$ cat src/verilog/eda_defs.vh
`ifndef EDA_DEFS_VH
`define EDA_DEFS_VH

// ****************************************************************
// encoder configuration bit positions
// ****************************************************************
`define EDA_CFG_IDX_POL 0
`define EDA_CFG_IDX_CLR 1
`define EDA_CFG_LOAD_RAMP 4
`define EDA_CFG_DIR_AB 6

// ****************************************************************
// widths
// ****************************************************************
`define EDA_CNT_W 24
`define EDA_DEV_W 11
`define EDA_TOL_W 16
`define EDA_DLY_W 16

// ****************************************************************
// stop actions and power policy
// ****************************************************************
`define EDA_STOP_NONE 2'h0
`define EDA_STOP_SOFT 2'h1
`define EDA_STOP_HARD 2'h2
`define EDA_POLICY_POWER_OFF 1'b1

// ****************************************************************
// timing: correction delay tick is 1/200 s = 5000000 ns
// ****************************************************************
`define EDA_TICK_NS 5000000
`define EDA_CLK_NS 4
`define EDA_TICK_CYCLES (`EDA_TICK_NS / `EDA_CLK_NS)

// ****************************************************************
// alarm reply cause bit order (bit 4 driver .. bit 0 correction)
// ****************************************************************
`define EDA_CAUSE_DRV 4
`define EDA_CAUSE_DEV 3
`define EDA_CAUSE_EXT 2
`define EDA_CAUSE_TRV 1
`define EDA_CAUSE_POS 0

`endif

$ cat src/verilog/eda_encoder_alarm.v
// Notes on behaviour
// - config bit 0 picks index polarity
// - bit 1 clears counter on index
// - bit 4 loads ramp position, self-clears
// - bit 6 picks quadrature positive direction
// - pre-divider counts every k-th pulse
// - multiplier steps counter by m
// - deviation threshold is unsigned 11 bits
// - query returns signed 24-bit counter
// - enabled alarm when deviation exceeds threshold
// - stop action: none, soft, hard
// - correction delay n/200 s, zero disables
// - correction holds alarm until retries spent
// - end of ramp tolerance check
// - end tolerance is unsigned 16 bits
// - correct toward target at search velocity
// - retries zero off, 1-255 attempts
// - retries exceeded: abandon, alarm, record
// - regulator enable off at 0, on 1
// - external alarm stops, optional power off
// - driver error policy stops and unpowers
// - alarm reset clears, reports five causes
`include "eda_defs.vh"

module eda_encoder_alarm #(
  parameter TICK_CYCLES = `EDA_TICK_CYCLES
) (
  input wire ref_clk_i,
  input wire arst_n_i,
  input wire enc_a_i,
  input wire enc_b_i,
  input wire enc_n_i,
  input wire cfg_we_i,
  input wire [7:0] cfg_bits_i,
  input wire [7:0] cfg_prediv_i,
  input wire [`EDA_DEV_W-1:0] cfg_max_dev_i,
  input wire [7:0] cfg_mult_i,
  input wire dev_cfg_we_i,
  input wire dev_en_i,
  input wire [1:0] dev_stop_i,
  input wire [`EDA_DLY_W-1:0] dev_delay_i,
  input wire cor_cfg_we_i,
  input wire [7:0] cor_retries_i,
  input wire [`EDA_TOL_W-1:0] cor_tol_i,
  input wire reg_cmd_we_i,
  input wire reg_cmd_val_i,
  input wire pol_we_i,
  input wire pol_ext_i,
  input wire pol_drv_i,
  input wire [`EDA_CNT_W-1:0] ramp_pos_i,
  input wire [`EDA_CNT_W-1:0] target_pos_i,
  input wire ramp_end_i,
  input wire ext_alarm_i,
  input wire drv_err_i,
  input wire travel_err_i,
  input wire query_i,
  input wire alarm_reset_i,
  output reg [`EDA_CNT_W-1:0] enc_count_o,
  output reg query_valid_o,
  output reg [31:0] query_data_o,
  output reg reset_valid_o,
  output reg [4:0] reset_causes_o,
  output reg alarm_o,
  output reg soft_stop_o,
  output reg hard_stop_o,
  output reg power_off_o,
  output reg reg_en_o,
  output reg cor_move_o,
  output reg [`EDA_CNT_W-1:0] cor_target_o,
  output reg [7:0] cfg_bits_o
);

  // ****************************************************************
  // reset synchroniser
  // ****************************************************************
  reg rst_meta_reg;
  reg rst_n_reg;
  always @(posedge ref_clk_i or negedge arst_n_i) begin
    if (!arst_n_i) begin
      rst_meta_reg <= 1'b0;
      rst_n_reg <= 1'b0;
    end else begin
      rst_meta_reg <= 1'b1;
      rst_n_reg <= rst_meta_reg;
    end
  end

  // ****************************************************************
  // distance between two positions
  // ****************************************************************
  function [`EDA_CNT_W-1:0] abs_diff;
    input [`EDA_CNT_W-1:0] a;
    input [`EDA_CNT_W-1:0] b;
    reg [`EDA_CNT_W-1:0] d;
    begin
      d = a - b;
      abs_diff = d[`EDA_CNT_W-1] ? (~d + 24'h00_0001) : d;
    end
  endfunction

  // ****************************************************************
  // correction states
  // ****************************************************************
  localparam ST_IDLE = 2'h0;
  localparam ST_WAIT = 2'h1;
  localparam ST_MOVE = 2'h2;

  // ****************************************************************
  // configuration state
  // ****************************************************************
  reg [7:0] prediv_reg;
  reg [7:0] mult_reg;
  reg [`EDA_DEV_W-1:0] max_dev_reg;
  reg dev_en_reg;
  reg [1:0] stop_act_reg;
  reg [`EDA_DLY_W-1:0] delay_reg;
  reg [7:0] retries_reg;
  reg [`EDA_TOL_W-1:0] tol_reg;
  reg pol_ext_reg;
  reg pol_drv_reg;

  // ****************************************************************
  // encoder decode
  // ****************************************************************
  reg a_reg;
  reg b_reg;
  reg n_reg;
  reg [7:0] div_cnt_reg;
  wire a_edge = enc_a_i ^ a_reg;
  wire b_edge = enc_b_i ^ b_reg;
  wire pulse = a_edge ^ b_edge;
  // a leads b when the changed channel makes a!=b after a edge ... standard x4 decode
  wire dir_ab = a_edge ? (enc_a_i ^ enc_b_i) : ~(enc_a_i ^ enc_b_i);
  wire up = cfg_bits_o[`EDA_CFG_DIR_AB] ? dir_ab : ~dir_ab;
  wire n_act = cfg_bits_o[`EDA_CFG_IDX_POL] ? enc_n_i : ~enc_n_i;
  wire n_prev = cfg_bits_o[`EDA_CFG_IDX_POL] ? n_reg : ~n_reg;
  wire n_rise = n_act & ~n_prev;
  wire div_hit = (prediv_reg <= 8'h01) || (div_cnt_reg + 8'h01 >= prediv_reg);
  wire [`EDA_CNT_W-1:0] step = (mult_reg == 8'h00) ? 24'h00_0001 : {16'h0000, mult_reg};

  // ****************************************************************
  // deviation and correction
  // ****************************************************************
  reg [1:0] state_reg;
  reg [31:0] tick_reg;
  reg [`EDA_DLY_W-1:0] dly_cnt_reg;
  reg [7:0] tries_reg;
  reg [4:0] cause_reg;
  wire dev_over = abs_diff(ramp_pos_i, enc_count_o) > {13'h0000, max_dev_reg};
  wire dev_evt = dev_en_reg && dev_over;
  wire end_bad = abs_diff(target_pos_i, enc_count_o) > {8'h00, tol_reg};
  wire cor_on = retries_reg != 8'h00;
  wire dly_on = delay_reg != 16'h0000;

  // ****************************************************************
  // events that must survive a same-cycle alarm reset
  // ****************************************************************
  wire dev_fire = (state_reg == ST_IDLE) && dev_evt && !cause_reg[`EDA_CAUSE_DEV];
  wire dev_alarm = dev_fire && !(dly_on && cor_on);
  wire pos_fire = (state_reg == ST_MOVE) && end_bad && (tries_reg >= retries_reg);
  wire ext_off = ext_alarm_i && (pol_ext_reg == `EDA_POLICY_POWER_OFF);
  wire drv_off = drv_err_i && (pol_drv_reg == `EDA_POLICY_POWER_OFF);
  wire [4:0] cause_set = {drv_err_i, dev_fire, ext_alarm_i, travel_err_i, pos_fire};
  wire alarm_set = ext_alarm_i || drv_err_i || travel_err_i || pos_fire || dev_alarm;

  // ****************************************************************
  // counter, alarm policy and correction registers
  // ****************************************************************
  always @(posedge ref_clk_i or negedge rst_n_reg) begin
    if (!rst_n_reg) begin
      a_reg <= 1'b0;
      b_reg <= 1'b0;
      n_reg <= 1'b0;
      div_cnt_reg <= 8'h00;
      enc_count_o <= 24'h00_0000;
      cfg_bits_o <= 8'h01;
      prediv_reg <= 8'h01;
      mult_reg <= 8'h01;
      max_dev_reg <= 11'h000;
      dev_en_reg <= 1'b0;
      stop_act_reg <= `EDA_STOP_NONE;
      delay_reg <= 16'h0000;
      retries_reg <= 8'h00;
      tol_reg <= 16'h0000;
      pol_ext_reg <= 1'b0;
      pol_drv_reg <= 1'b0;
      reg_en_o <= 1'b0;
      query_valid_o <= 1'b0;
      query_data_o <= 32'h0000_0000;
      reset_valid_o <= 1'b0;
      reset_causes_o <= 5'h00;
      alarm_o <= 1'b0;
      soft_stop_o <= 1'b0;
      hard_stop_o <= 1'b0;
      power_off_o <= 1'b0;
      cor_move_o <= 1'b0;
      cor_target_o <= 24'h00_0000;
      state_reg <= ST_IDLE;
      tick_reg <= 32'h0000_0000;
      dly_cnt_reg <= 16'h0000;
      tries_reg <= 8'h00;
      cause_reg <= 5'h00;
    end else begin
      a_reg <= enc_a_i;
      b_reg <= enc_b_i;
      n_reg <= enc_n_i;
      soft_stop_o <= 1'b0;
      hard_stop_o <= 1'b0;
      cor_move_o <= 1'b0;
      query_valid_o <= 1'b0;
      reset_valid_o <= 1'b0;
      // configuration writes; reserved bits 2,3,5,7 kept as written by host
      if (cfg_we_i) begin
        cfg_bits_o <= cfg_bits_i;
        prediv_reg <= cfg_prediv_i;
        max_dev_reg <= cfg_max_dev_i;
        mult_reg <= cfg_mult_i;
      end
      if (dev_cfg_we_i) begin
        dev_en_reg <= dev_en_i;
        stop_act_reg <= dev_stop_i;
        delay_reg <= dev_delay_i;
      end
      if (cor_cfg_we_i) begin
        retries_reg <= cor_retries_i;
        tol_reg <= cor_tol_i;
      end
      if (reg_cmd_we_i) begin
        reg_en_o <= reg_cmd_val_i;
      end
      if (pol_we_i) begin
        pol_ext_reg <= pol_ext_i;
        pol_drv_reg <= pol_drv_i;
      end
      // ****************************************************************
      // counter
      // ****************************************************************
      if (cfg_bits_o[`EDA_CFG_LOAD_RAMP]) begin
        enc_count_o <= ramp_pos_i;
        cfg_bits_o[`EDA_CFG_LOAD_RAMP] <= 1'b0;
      end else if (cfg_bits_o[`EDA_CFG_IDX_CLR] && n_rise) begin
        enc_count_o <= 24'h00_0000;
      end else if (pulse) begin
        if (div_hit) begin
          div_cnt_reg <= 8'h00;
          enc_count_o <= up ? enc_count_o + step : enc_count_o - step;
        end else begin
          div_cnt_reg <= div_cnt_reg + 8'h01;
        end
      end
      if (query_i) begin
        query_valid_o <= 1'b1;
        query_data_o <= {8'h00, enc_count_o};
      end
      // ****************************************************************
      // alarm policy
      // ****************************************************************
      if (ext_alarm_i) begin
        cause_reg[`EDA_CAUSE_EXT] <= 1'b1;
        alarm_o <= 1'b1;
        hard_stop_o <= 1'b1;
        if (pol_ext_reg == `EDA_POLICY_POWER_OFF) begin
          power_off_o <= 1'b1;
        end
      end
      if (drv_err_i) begin
        cause_reg[`EDA_CAUSE_DRV] <= 1'b1;
        alarm_o <= 1'b1;
        if (pol_drv_reg == `EDA_POLICY_POWER_OFF) begin
          hard_stop_o <= 1'b1;
          power_off_o <= 1'b1;
        end
      end
      if (travel_err_i) begin
        cause_reg[`EDA_CAUSE_TRV] <= 1'b1;
        alarm_o <= 1'b1;
      end
      // deviation and correction machine
      case (state_reg)
        ST_IDLE: begin
          tick_reg <= 32'h0000_0000;
          dly_cnt_reg <= 16'h0000;
          if (dev_evt && !cause_reg[`EDA_CAUSE_DEV]) begin
            cause_reg[`EDA_CAUSE_DEV] <= 1'b1;
            if (stop_act_reg == `EDA_STOP_SOFT) begin
              soft_stop_o <= 1'b1;
            end else if (stop_act_reg == `EDA_STOP_HARD) begin
              hard_stop_o <= 1'b1;
            end
            if (dly_on && cor_on) begin
              tries_reg <= 8'h00;
              state_reg <= ST_WAIT;
            end else begin
              alarm_o <= 1'b1;
            end
          end else if (ramp_end_i && cor_on) begin
            tries_reg <= 8'h00;
            state_reg <= ST_MOVE;
          end
        end
        ST_WAIT: begin
          if (tick_reg >= TICK_CYCLES - 1) begin
            tick_reg <= 32'h0000_0000;
            if (dly_cnt_reg + 16'h0001 >= delay_reg) begin
              state_reg <= ST_MOVE;
            end else begin
              dly_cnt_reg <= dly_cnt_reg + 16'h0001;
            end
          end else begin
            tick_reg <= tick_reg + 32'h0000_0001;
          end
        end
        ST_MOVE: begin
          if (!end_bad) begin
            state_reg <= ST_IDLE;
          end else if (tries_reg >= retries_reg) begin
            cause_reg[`EDA_CAUSE_POS] <= 1'b1;
            alarm_o <= 1'b1;
            state_reg <= ST_IDLE;
          end else if (ramp_end_i || tries_reg == 8'h00) begin
            tries_reg <= tries_reg + 8'h01;
            cor_move_o <= 1'b1;
            cor_target_o <= target_pos_i;
          end
        end
        default: begin
          state_reg <= ST_IDLE;
        end
      endcase
      // ****************************************************************
      // alarm reset comes last; a same-cycle event still sets its cause
      // ****************************************************************
      if (alarm_reset_i) begin
        reset_valid_o <= 1'b1;
        reset_causes_o <= cause_reg;
        alarm_o <= alarm_set;
        power_off_o <= ext_off || drv_off;
        cause_reg <= cause_set;
      end
    end
  end

endmodule

$ cat config.mk
export PLATFORM = sky130hd
export DESIGN_NAME = eda_encoder_alarm
export DESIGN_NICKNAME = d
export VERILOG_FILES = /design/src/verilog/eda_encoder_alarm.v
export VERILOG_INCLUDE_DIRS = /design/src /design/src/verilog
export SDC_FILE = /design/constraint.sdc
export NUM_CORES = 1
export LEC_CHECK = 0
export BUFFER_PORTS_ARGS = -buffer_cell sky130_fd_sc_hd__buf_4
export CELL_PAD_IN_SITES_DETAIL_PLACEMENT = 1
export CELL_PAD_IN_SITES_GLOBAL_PLACEMENT = 2
export CORE_MARGIN = 1.5
export CORE_UTILIZATION = 36
export DETAILED_ROUTE_END_ITERATION = 10
export PLACE_DENSITY_LB_ADDON = 0.3
export SLEW_MARGIN = 20
export SYNTH_ARGS = -nofsm -noshare
export SYNTH_HDL_FRONTEND = slang
export SYNTH_SLANG_ARGS = --single-unit
export TNS_END_PERCENT = 1
$ cat constraint.sdc
create_clock -name ref_clk_i -period 10.1 [get_ports ref_clk_i]
set_input_delay 0 -clock ref_clk_i [delete_from_list [all_inputs] [get_ports ref_clk_i]]
set_output_delay 0 -clock ref_clk_i [all_outputs]
set_load 0.02 [all_outputs]
==> results of run 1 <==
-- critical path, stage by stage, from the launching register on --
cell                        delay (ns)
sky130_fd_sc_hd__dfrtp_1          0.41
sky130_fd_sc_hd__inv_1            0.18
sky130_fd_sc_hd__ha_1             0.36
sky130_fd_sc_hd__a2111oi_1        0.66
sky130_fd_sc_hd__a21o_1           0.26
sky130_fd_sc_hd__a2111oi_2        0.10
sky130_fd_sc_hd__nor3_1           0.27
sky130_fd_sc_hd__a21oi_1          0.20
sky130_fd_sc_hd__o211ai_1         0.69
sky130_fd_sc_hd__o21ai_0          0.24
sky130_fd_sc_hd__xor2_1           0.20
sky130_fd_sc_hd__ha_1             0.29
sky130_fd_sc_hd__and3_1           0.16
sky130_fd_sc_hd__a221o_1          0.34
sky130_fd_sc_hd__a21oi_1          0.15
sky130_fd_sc_hd__nor2b_1          0.06
sky130_fd_sc_hd__o21ai_0          0.14
sky130_fd_sc_hd__nand2b_1         0.07
sky130_fd_sc_hd__a21oi_1          0.14
sky130_fd_sc_hd__o21ai_0          0.11
sky130_fd_sc_hd__a22oi_1          0.20
sky130_fd_sc_hd__o221ai_2         0.22
sky130_fd_sc_hd__o211ai_4         0.46
sky130_fd_sc_hd__buf_16           0.23
sky130_fd_sc_hd__mux2_2           0.36
-- placed cells by master (no fill, tap or decap), types with 25 or more instances in the layout --
master / netlist / routed
sky130_fd_sc_hd__a21o_1: 54 / 54
sky130_fd_sc_hd__mux2_2: 77 / 77
sky130_fd_sc_hd__o21ai_0: 165 / 165
sky130_fd_sc_hd__xnor2_1: 69 / 69
sky130_fd_sc_hd__nand3_1: 47 / 47
sky130_fd_sc_hd__dlygate4sd3_1: 0 / 277
sky130_fd_sc_hd__nor3_1: 25 / 25
sky130_fd_sc_hd__nand2_1: 174 / 174
sky130_fd_sc_hd__xor2_1: 34 / 34
sky130_fd_sc_hd__inv_1: 132 / 132
sky130_fd_sc_hd__nor2_1: 86 / 86
sky130_fd_sc_hd__a21oi_1: 104 / 102
sky130_fd_sc_hd__and2_1: 25 / 25
sky130_fd_sc_hd__clkbuf_16: 0 / 30
sky130_fd_sc_hd__nand2b_1: 27 / 27
sky130_fd_sc_hd__dfrtp_1: 238 / 237
sky130_fd_sc_hd__and3_1: 32 / 32
sky130_fd_sc_hd__ha_1: 137 / 137
sky130_fd_sc_hd__buf_4: 8 / 247
-- final timing paths --
kind / slack, ns / depth (start not counted) / to
max reg2reg: 3.48 / 24 / cor_target_o[6]$_DFFE_PN0P_
min reg2reg: 0.35 / 0 / rst_n_reg$_DFF_PN0_
min: 0.10 / 2 / n_reg$_DFF_PN0_
min in group asynchronous: 0.27 / 3 / rst_meta_reg$_DFF_PN0_
max in group asynchronous: 8.32 / 1 / query_data_o[13]$_DFFE_PN0P_
max: 3.48 / 24 / cor_target_o[6]$_DFFE_PN0P_
-- layout make-up --
cell class | count | area (sq um)
Clock inverter | 13 | 139
Tap cell | 600 | 751
Fill cell | 5147 | 22700
Multi-Input combinational cell | 1384 | 9850
Sequential cell | 241 | 6040
Antenna cell | 1 | 2.50
Inverter | 134 | 503
Clock buffer | 42 | 876
Timing Repair Buffer | 525 | 4650
-- through the flow --
step	power, uW	hold slack [ns]	worst slack (ns)	area (sq um)
detailed placement	4920	-0.215	3.20	19000
CTS	6160	0.0465	3.16	22800
finish	6170	0.104	3.48	22800
global route	6660	0.114	2.85	22800
global placement	4810	-0.217	3.31	19000
floorplan	3860	-0.296	2.89	16700
-- layer usage --
metal | part of all wire (%) | vias up | track usage, %
li1 | - | 7527 | -
met1 | 44 | 7869 | 30.6
met4 | 2.9 | 0 | 7.22
met5 | 0 | - | 0
met2 | 50 | 267 | 44.5
met3 | 2.7 | 75 | 2.45
-- what timing repair did --
item | in CTS | in global routing
endpoints found under the setup margin | 0 | 0
resized for setup | 0 | 0
endpoints found under the hold margin | 174 | 0
hold buffers | 277 | 0
-- cells by family after synthesis --
group / count (synthesis)
AOI/OAI and AO/OA: 503
xor gates and xnor gates: 104
adders and majority gates: 140
buffers and inverters: 201
DFF: 241
muxes: 101
other: 2
and+or+nand+nor: 527
-- where the power goes --
part | leakage, uW | switching, uW | internal, uW | total [uW]
Combinational | 0.00711 | 2190 | 1580 | 3770
Clock | 0.000500 | 458 | 655 | 1110
Sequential | 0.00299 | 170 | 1120 | 1290
==> flow_summary.ini, run 1 <==
[synthesis]
yosys.area.top_type_share_pct = 35.8
postSynth.asyncResetShare_pct = 100
synth-warning-count = 0
post_synthesis_instance_area_sq_um = 16600
yosys.area_share.adder_pct = 10.7
yosys_most_used_dff = sky130_fd_sc_hd__dfrtp_1
most_numerous_cell_in_the_yosys_netlist = sky130_fd_sc_hd__dfrtp_1
ys_ff_latch = 241
ys_seq_area_share_pct = 36.3
synth_top_family_by_area = compound AO/OA/AOI/OAI gates
synth-xor-area-share_pct = 5.52
synth_area_per_cell_sq_um = 9.14
synth_cells = 1819
synth.mux.area_fraction_pct = 6.69
ys_top_cells_by_count = sky130_fd_sc_hd__dfrtp_1, sky130_fd_sc_hd__nand2_1, sky130_fd_sc_hd__o21ai_0
yosys-top-cells-area = sky130_fd_sc_hd__dfrtp_1, sky130_fd_sc_hd__ha_1, sky130_fd_sc_hd__mux2_2, sky130_fd_sc_hd__o21ai_0, sky130_fd_sc_hd__nand2_1
synth_edf_count = 0
synth_area_in_compound_gates_pct = 20.0
yosys.area_share.simple_pct = 16.0
synthDistinctLibCells = 98
synth_largest_area_cell = sky130_fd_sc_hd__dfrtp_1

[clocking]
numCtsBuffers = 30
cts_tree = yes
clk-insertion-delay-late_ns = 0.59
h-tree-depth = 1
buffers_from_clock_root_to_sink_at_most = 3
clkTransAtPathRegs_ns = 0.06
cts_sinks = 241
buffer_type_at_the_clock_tree_root = sky130_fd_sc_hd__clkbuf_16
post-cts-setup-buffers = 0

[setup_path]
critical_path.startpoint_type = flop
setup.worst_path.class = flop to flop
crit_end_category = flop
worstPathArrival_ns = 7.09
crit_fanout = 22
required_ns = 10.57
worst_setup_path_startpoint = enc_count_o[4]$_DFFE_PN0P_
regToRegStartpoint = enc_count_o[4]$_DFFE_PN0P_

[finish]
max_reg_flops = 32
fin_cells = 2940
syn_to_final_growth_pct = 37.2
drive_above_1_share_pct = 18.0
nNetsFinal = 2601
layout.core_utilization_pct = 50.2

[global_routing]
pin_count_of_the_biggest_net_entering_global_routing = 71
grt_antenna_before_repair = 0
globalRoute.totalOverflow = 0
first_pass_grt_wire_length_microns = 93000
globalRouteTotalUtil_pct = 24.6
first_global_vias = 17100

[drt]
drc = 0
vias = 15700
drt-vias-per-instance = 5.35
wl_per_cell_microns = 19.9
detail_route.first_pass.iterations = 5
first_iter_violations = 688
postRouteWirelength_microns = 58500
antenna_left = 0

[timing]
period_share_pct = 65.6
fmax_mhz = 151
period_minus_ws_final_ns = 6.62
final_hold_viol_count = 0
rsz0062_at_grt = no
sum_neg_setup_slack_ns = 0
slew_headroom_pct = 27.6
final_skew_ns = 0.0160
report.final.setup_viol = 0
final_max_slew_viol_count = 0
worst_slew_pin_slew_ns = 1.08

[pwr]
pwr_density_cell_nw_per_um2 = 271
irDropWorstVdd_mv = 0.142
leakagePower_uw = 0.0106

[floorplan]
floorplan.io_pins = 246
die_height_microns = 218
rows = 78
die_area_sq_um = 47500
initial_utilization_pct = 36.6
width_of_the_chip_microns = 218
floorplan.core_area_sq_um = 45500

[worst_hold_path]
hp_class = input pin to flop
hp-start = enc_n_i

[placement]
dp_hpwl_microns = 40800
final_estimated_routing_congestion_in_global_placement = 0.848
port_buffers = 237
place_inst = 2606

[status]
status = finished, final reports clean

[flow_run]
cap_violations = 0
No activity file was read; power rests on OpenSTA's default activity.
==> inputs of run 2 (changes only) <==
- CORE_UTILIZATION: 36 -> 32
- clock period: 10.1 -> 5.4 ns (I/O delays scaled with it)
==> run 2 against run 1 <==
Effect of this change: the flow now finishes with violations (setup timing); critical endpoint is now tries_reg[2]$_DFFE_PN0P_; non-clock buffer count increased by 157; global-route usage decreased by 1.7 points; via count increased by 3.8%; cell area increased by 7.2%; worst setup slack got worse by 3.5 ns; count of clock-buffer cells in the layout decreased by 3; combinational power increased by 120%; clock skew decreased by 0.0016 ns.
==> flow_summary.ini, run 2 (synthesis gave the netlist of run 1 again) <==
[status]
status = finished, violations left
violations = setup timing

[setup_path]
regToRegEndpoint = tries_reg[2]$_DFFE_PN0P_
worst_setup_path_startpoint = enc_count_o[0]$_DFFE_PN0P_
rrSetupSlack_ns = -0.003
regToRegStartpoint = enc_count_o[0]$_DFFE_PN0P_
critical_path.startpoint_type = flop
worstPathArrival_ns = 5.88
setup.worst_path.class = flop to flop
critPathCapture = tries_reg[2]$_DFFE_PN0P_
crit_end_category = flop
required_ns = 5.87
crit_fanout = 4
worst-r2r-cell-count = 25

[finish]
nNetsFinal = 2758
max_reg_flops = 32
fillCellCount = 5842
sequential_cell_area_sq_um = 6040
syn_to_final_growth_pct = 47.1
most_used_cells_in_the_layout_excluding_fill_and_tap_cells = sky130_fd_sc_hd__buf_4, sky130_fd_sc_hd__dlygate4sd3_1, sky130_fd_sc_hd__dfrtp_1
antenna_cells_inserted = 0
multi_input_comb_area_sq_um = 10100
drive_above_1_share_pct = 24.8
final_common_cell = sky130_fd_sc_hd__buf_4
fin_cells = 3177
layout.core_utilization_pct = 47.7

[timing]
report.final.setup_viol = 1
layout_setup_ws_ns = -0.00344
rsz0062_at_grt = yes
final_max_slew_viol_count = 0
period_share_pct = 100
sum_neg_setup_slack_ns = -0.00344
period_minus_ws_final_ns = 5.40
worst_slew_pin_slew_ns = 1.06
fmax_mhz = 185
slew_headroom_pct = 29.3
final_hold_viol_count = 0
final_skew_ns = 0.0144
final.hold.worst_slack_ns = 0.0712

[placement]
dp_hpwl_microns = 43200
final_estimated_routing_congestion_in_global_placement = 0.866
port_buffers = 237
place_inst = 2838

[floorplan]
width_of_the_chip_microns = 231
die_height_microns = 231
floorplan.core_area_sq_um = 51300
floorplan.io_pins = 246
die_area_sq_um = 53300
rows = 83
initial_utilization_pct = 32.4

[drt]
vias = 16300
postRouteWirelength_microns = 60900
drt-vias-per-instance = 5.14
wl_per_cell_microns = 19.2
drc = 0
antenna_left = 0
detail_route.first_pass.iterations = 5
first_iter_violations = 716

[clocking]
clkTransAtPathRegs_ns = 0.06
cts_tree = yes
buffers_from_clock_root_to_sink_at_most = 3
h-tree-depth = 1
numCtsBuffers = 30
buffer_type_at_the_clock_tree_root = sky130_fd_sc_hd__clkbuf_16
cts_sinks = 241
clk-insertion-delay-late_ns = 0.60

[global_routing]
globalRouteTotalUtil_pct = 22.9
grtUsageMet2_pct = 41.4
grt_util_met3_pct = 2.82
pin_count_of_the_biggest_net_entering_global_routing = 140
grt.busiest_layer = met2
globalRoute.totalOverflow = 0
first_global_vias = 17900
grt_antenna_before_repair = 0
first_pass_grt_wire_length_microns = 97700
grt_use_met1_pct = 28.2

[pwr]
pwr_density_cell_nw_per_um2 = 527
irDropWorstVdd_mv = 0.296
leakagePower_uw = 0.0114

[worst_hold_path]
hp_class = input pin to flop
min_delay_path_depth = 2
hp-start = enc_b_i

[flow_run]
cap_violations = 0
## run 2: layout make-up
cell class,count,area share (%)
Clock buffer,39,3.49
Clock inverter,17,0.982
Inverter,134,2.06
Multi-Input combinational cell,1384,41.4
Sequential cell,241,24.7
Tap cell,680,3.48
Timing Repair Buffer,682,23.9
## run 2: layer usage
metal  up-vias  share of wire, %
li1       7859                 -
met1      8112                43
met2       287                51
met3        85               3.1
met4         0               3.0
met5         -                 0
## run 2: how the worst min path moves through the flow
stage | slack [ns] | endpoint
floorplan | -0.30 | rst_meta_reg$_DFF_PN0_
global placement | -0.22 | rst_meta_reg$_DFF_PN0_
detailed placement | -0.21 | rst_meta_reg$_DFF_PN0_
CTS | 0.03 | n_reg$_DFF_PN0_
global route | 0.07 | a_reg$_DFF_PN0_
finish | 0.07 | b_reg$_DFF_PN0_
## run 2: critical path: stages (launching register included)
cell and delay (ns):
sky130_fd_sc_hd__dfrtp_2 0.47, sky130_fd_sc_hd__ha_4 0.17, sky130_fd_sc_hd__inv_1 0.05, sky130_fd_sc_hd__fa_2 0.33, sky130_fd_sc_hd__a21o_1 0.23, sky130_fd_sc_hd__a31oi_4 0.16, sky130_fd_sc_hd__mux2_4 0.31, sky130_fd_sc_hd__a32o_2 0.29
sky130_fd_sc_hd__o21ai_4 0.21, sky130_fd_sc_hd__inv_1 0.08, sky130_fd_sc_hd__a21oi_2 0.16, sky130_fd_sc_hd__xor2_1 0.17, sky130_fd_sc_hd__ha_1 0.26, sky130_fd_sc_hd__and3_4 0.18, sky130_fd_sc_hd__a221o_1 0.34, sky130_fd_sc_hd__a21oi_1 0.13
sky130_fd_sc_hd__nor2b_1 0.07, sky130_fd_sc_hd__o21ai_1 0.15, sky130_fd_sc_hd__nand2b_1 0.09, sky130_fd_sc_hd__a21oi_2 0.12, sky130_fd_sc_hd__o21ai_1 0.09, sky130_fd_sc_hd__a22oi_2 0.18, sky130_fd_sc_hd__o221ai_4 0.18, sky130_fd_sc_hd__o211ai_1 0.21
sky130_fd_sc_hd__mux2_1 0.34, sky130_fd_sc_hd__a221o_1 0.30
## run 2: power breakdown
group	internal [uW]	total, uW	switching (uW)
logic	3790	8360	4570
registers	2090	2300	213
clock network	1350	2230	875
## run 2: what timing repair did
item | in CTS | in global routing
gates resized for setup | 35 | 34
setup endpoints to repair | 38 | 41
cloned | 0 | 0
hold buffers | 277 | 0
pin swaps | 11 | 20
buffers inserted | 3 | 3
endpoints found under the hold margin | 174 | 0
## run 2: through the flow
| step | cell area [sq um] | total power (uW) | setup WS, ns |
|---|---|---|---|
| floorplan | 16700 | 7220 | -0.366 |
| global placement | 20300 | 9890 | -0.227 |
| detailed placement | 20300 | 10100 | -0.372 |
| CTS | 24300 | 12800 | -0.134 |
| global route | 24500 | 13900 | -0.240 |
| finish | 24500 | 12900 | -0.00344 |
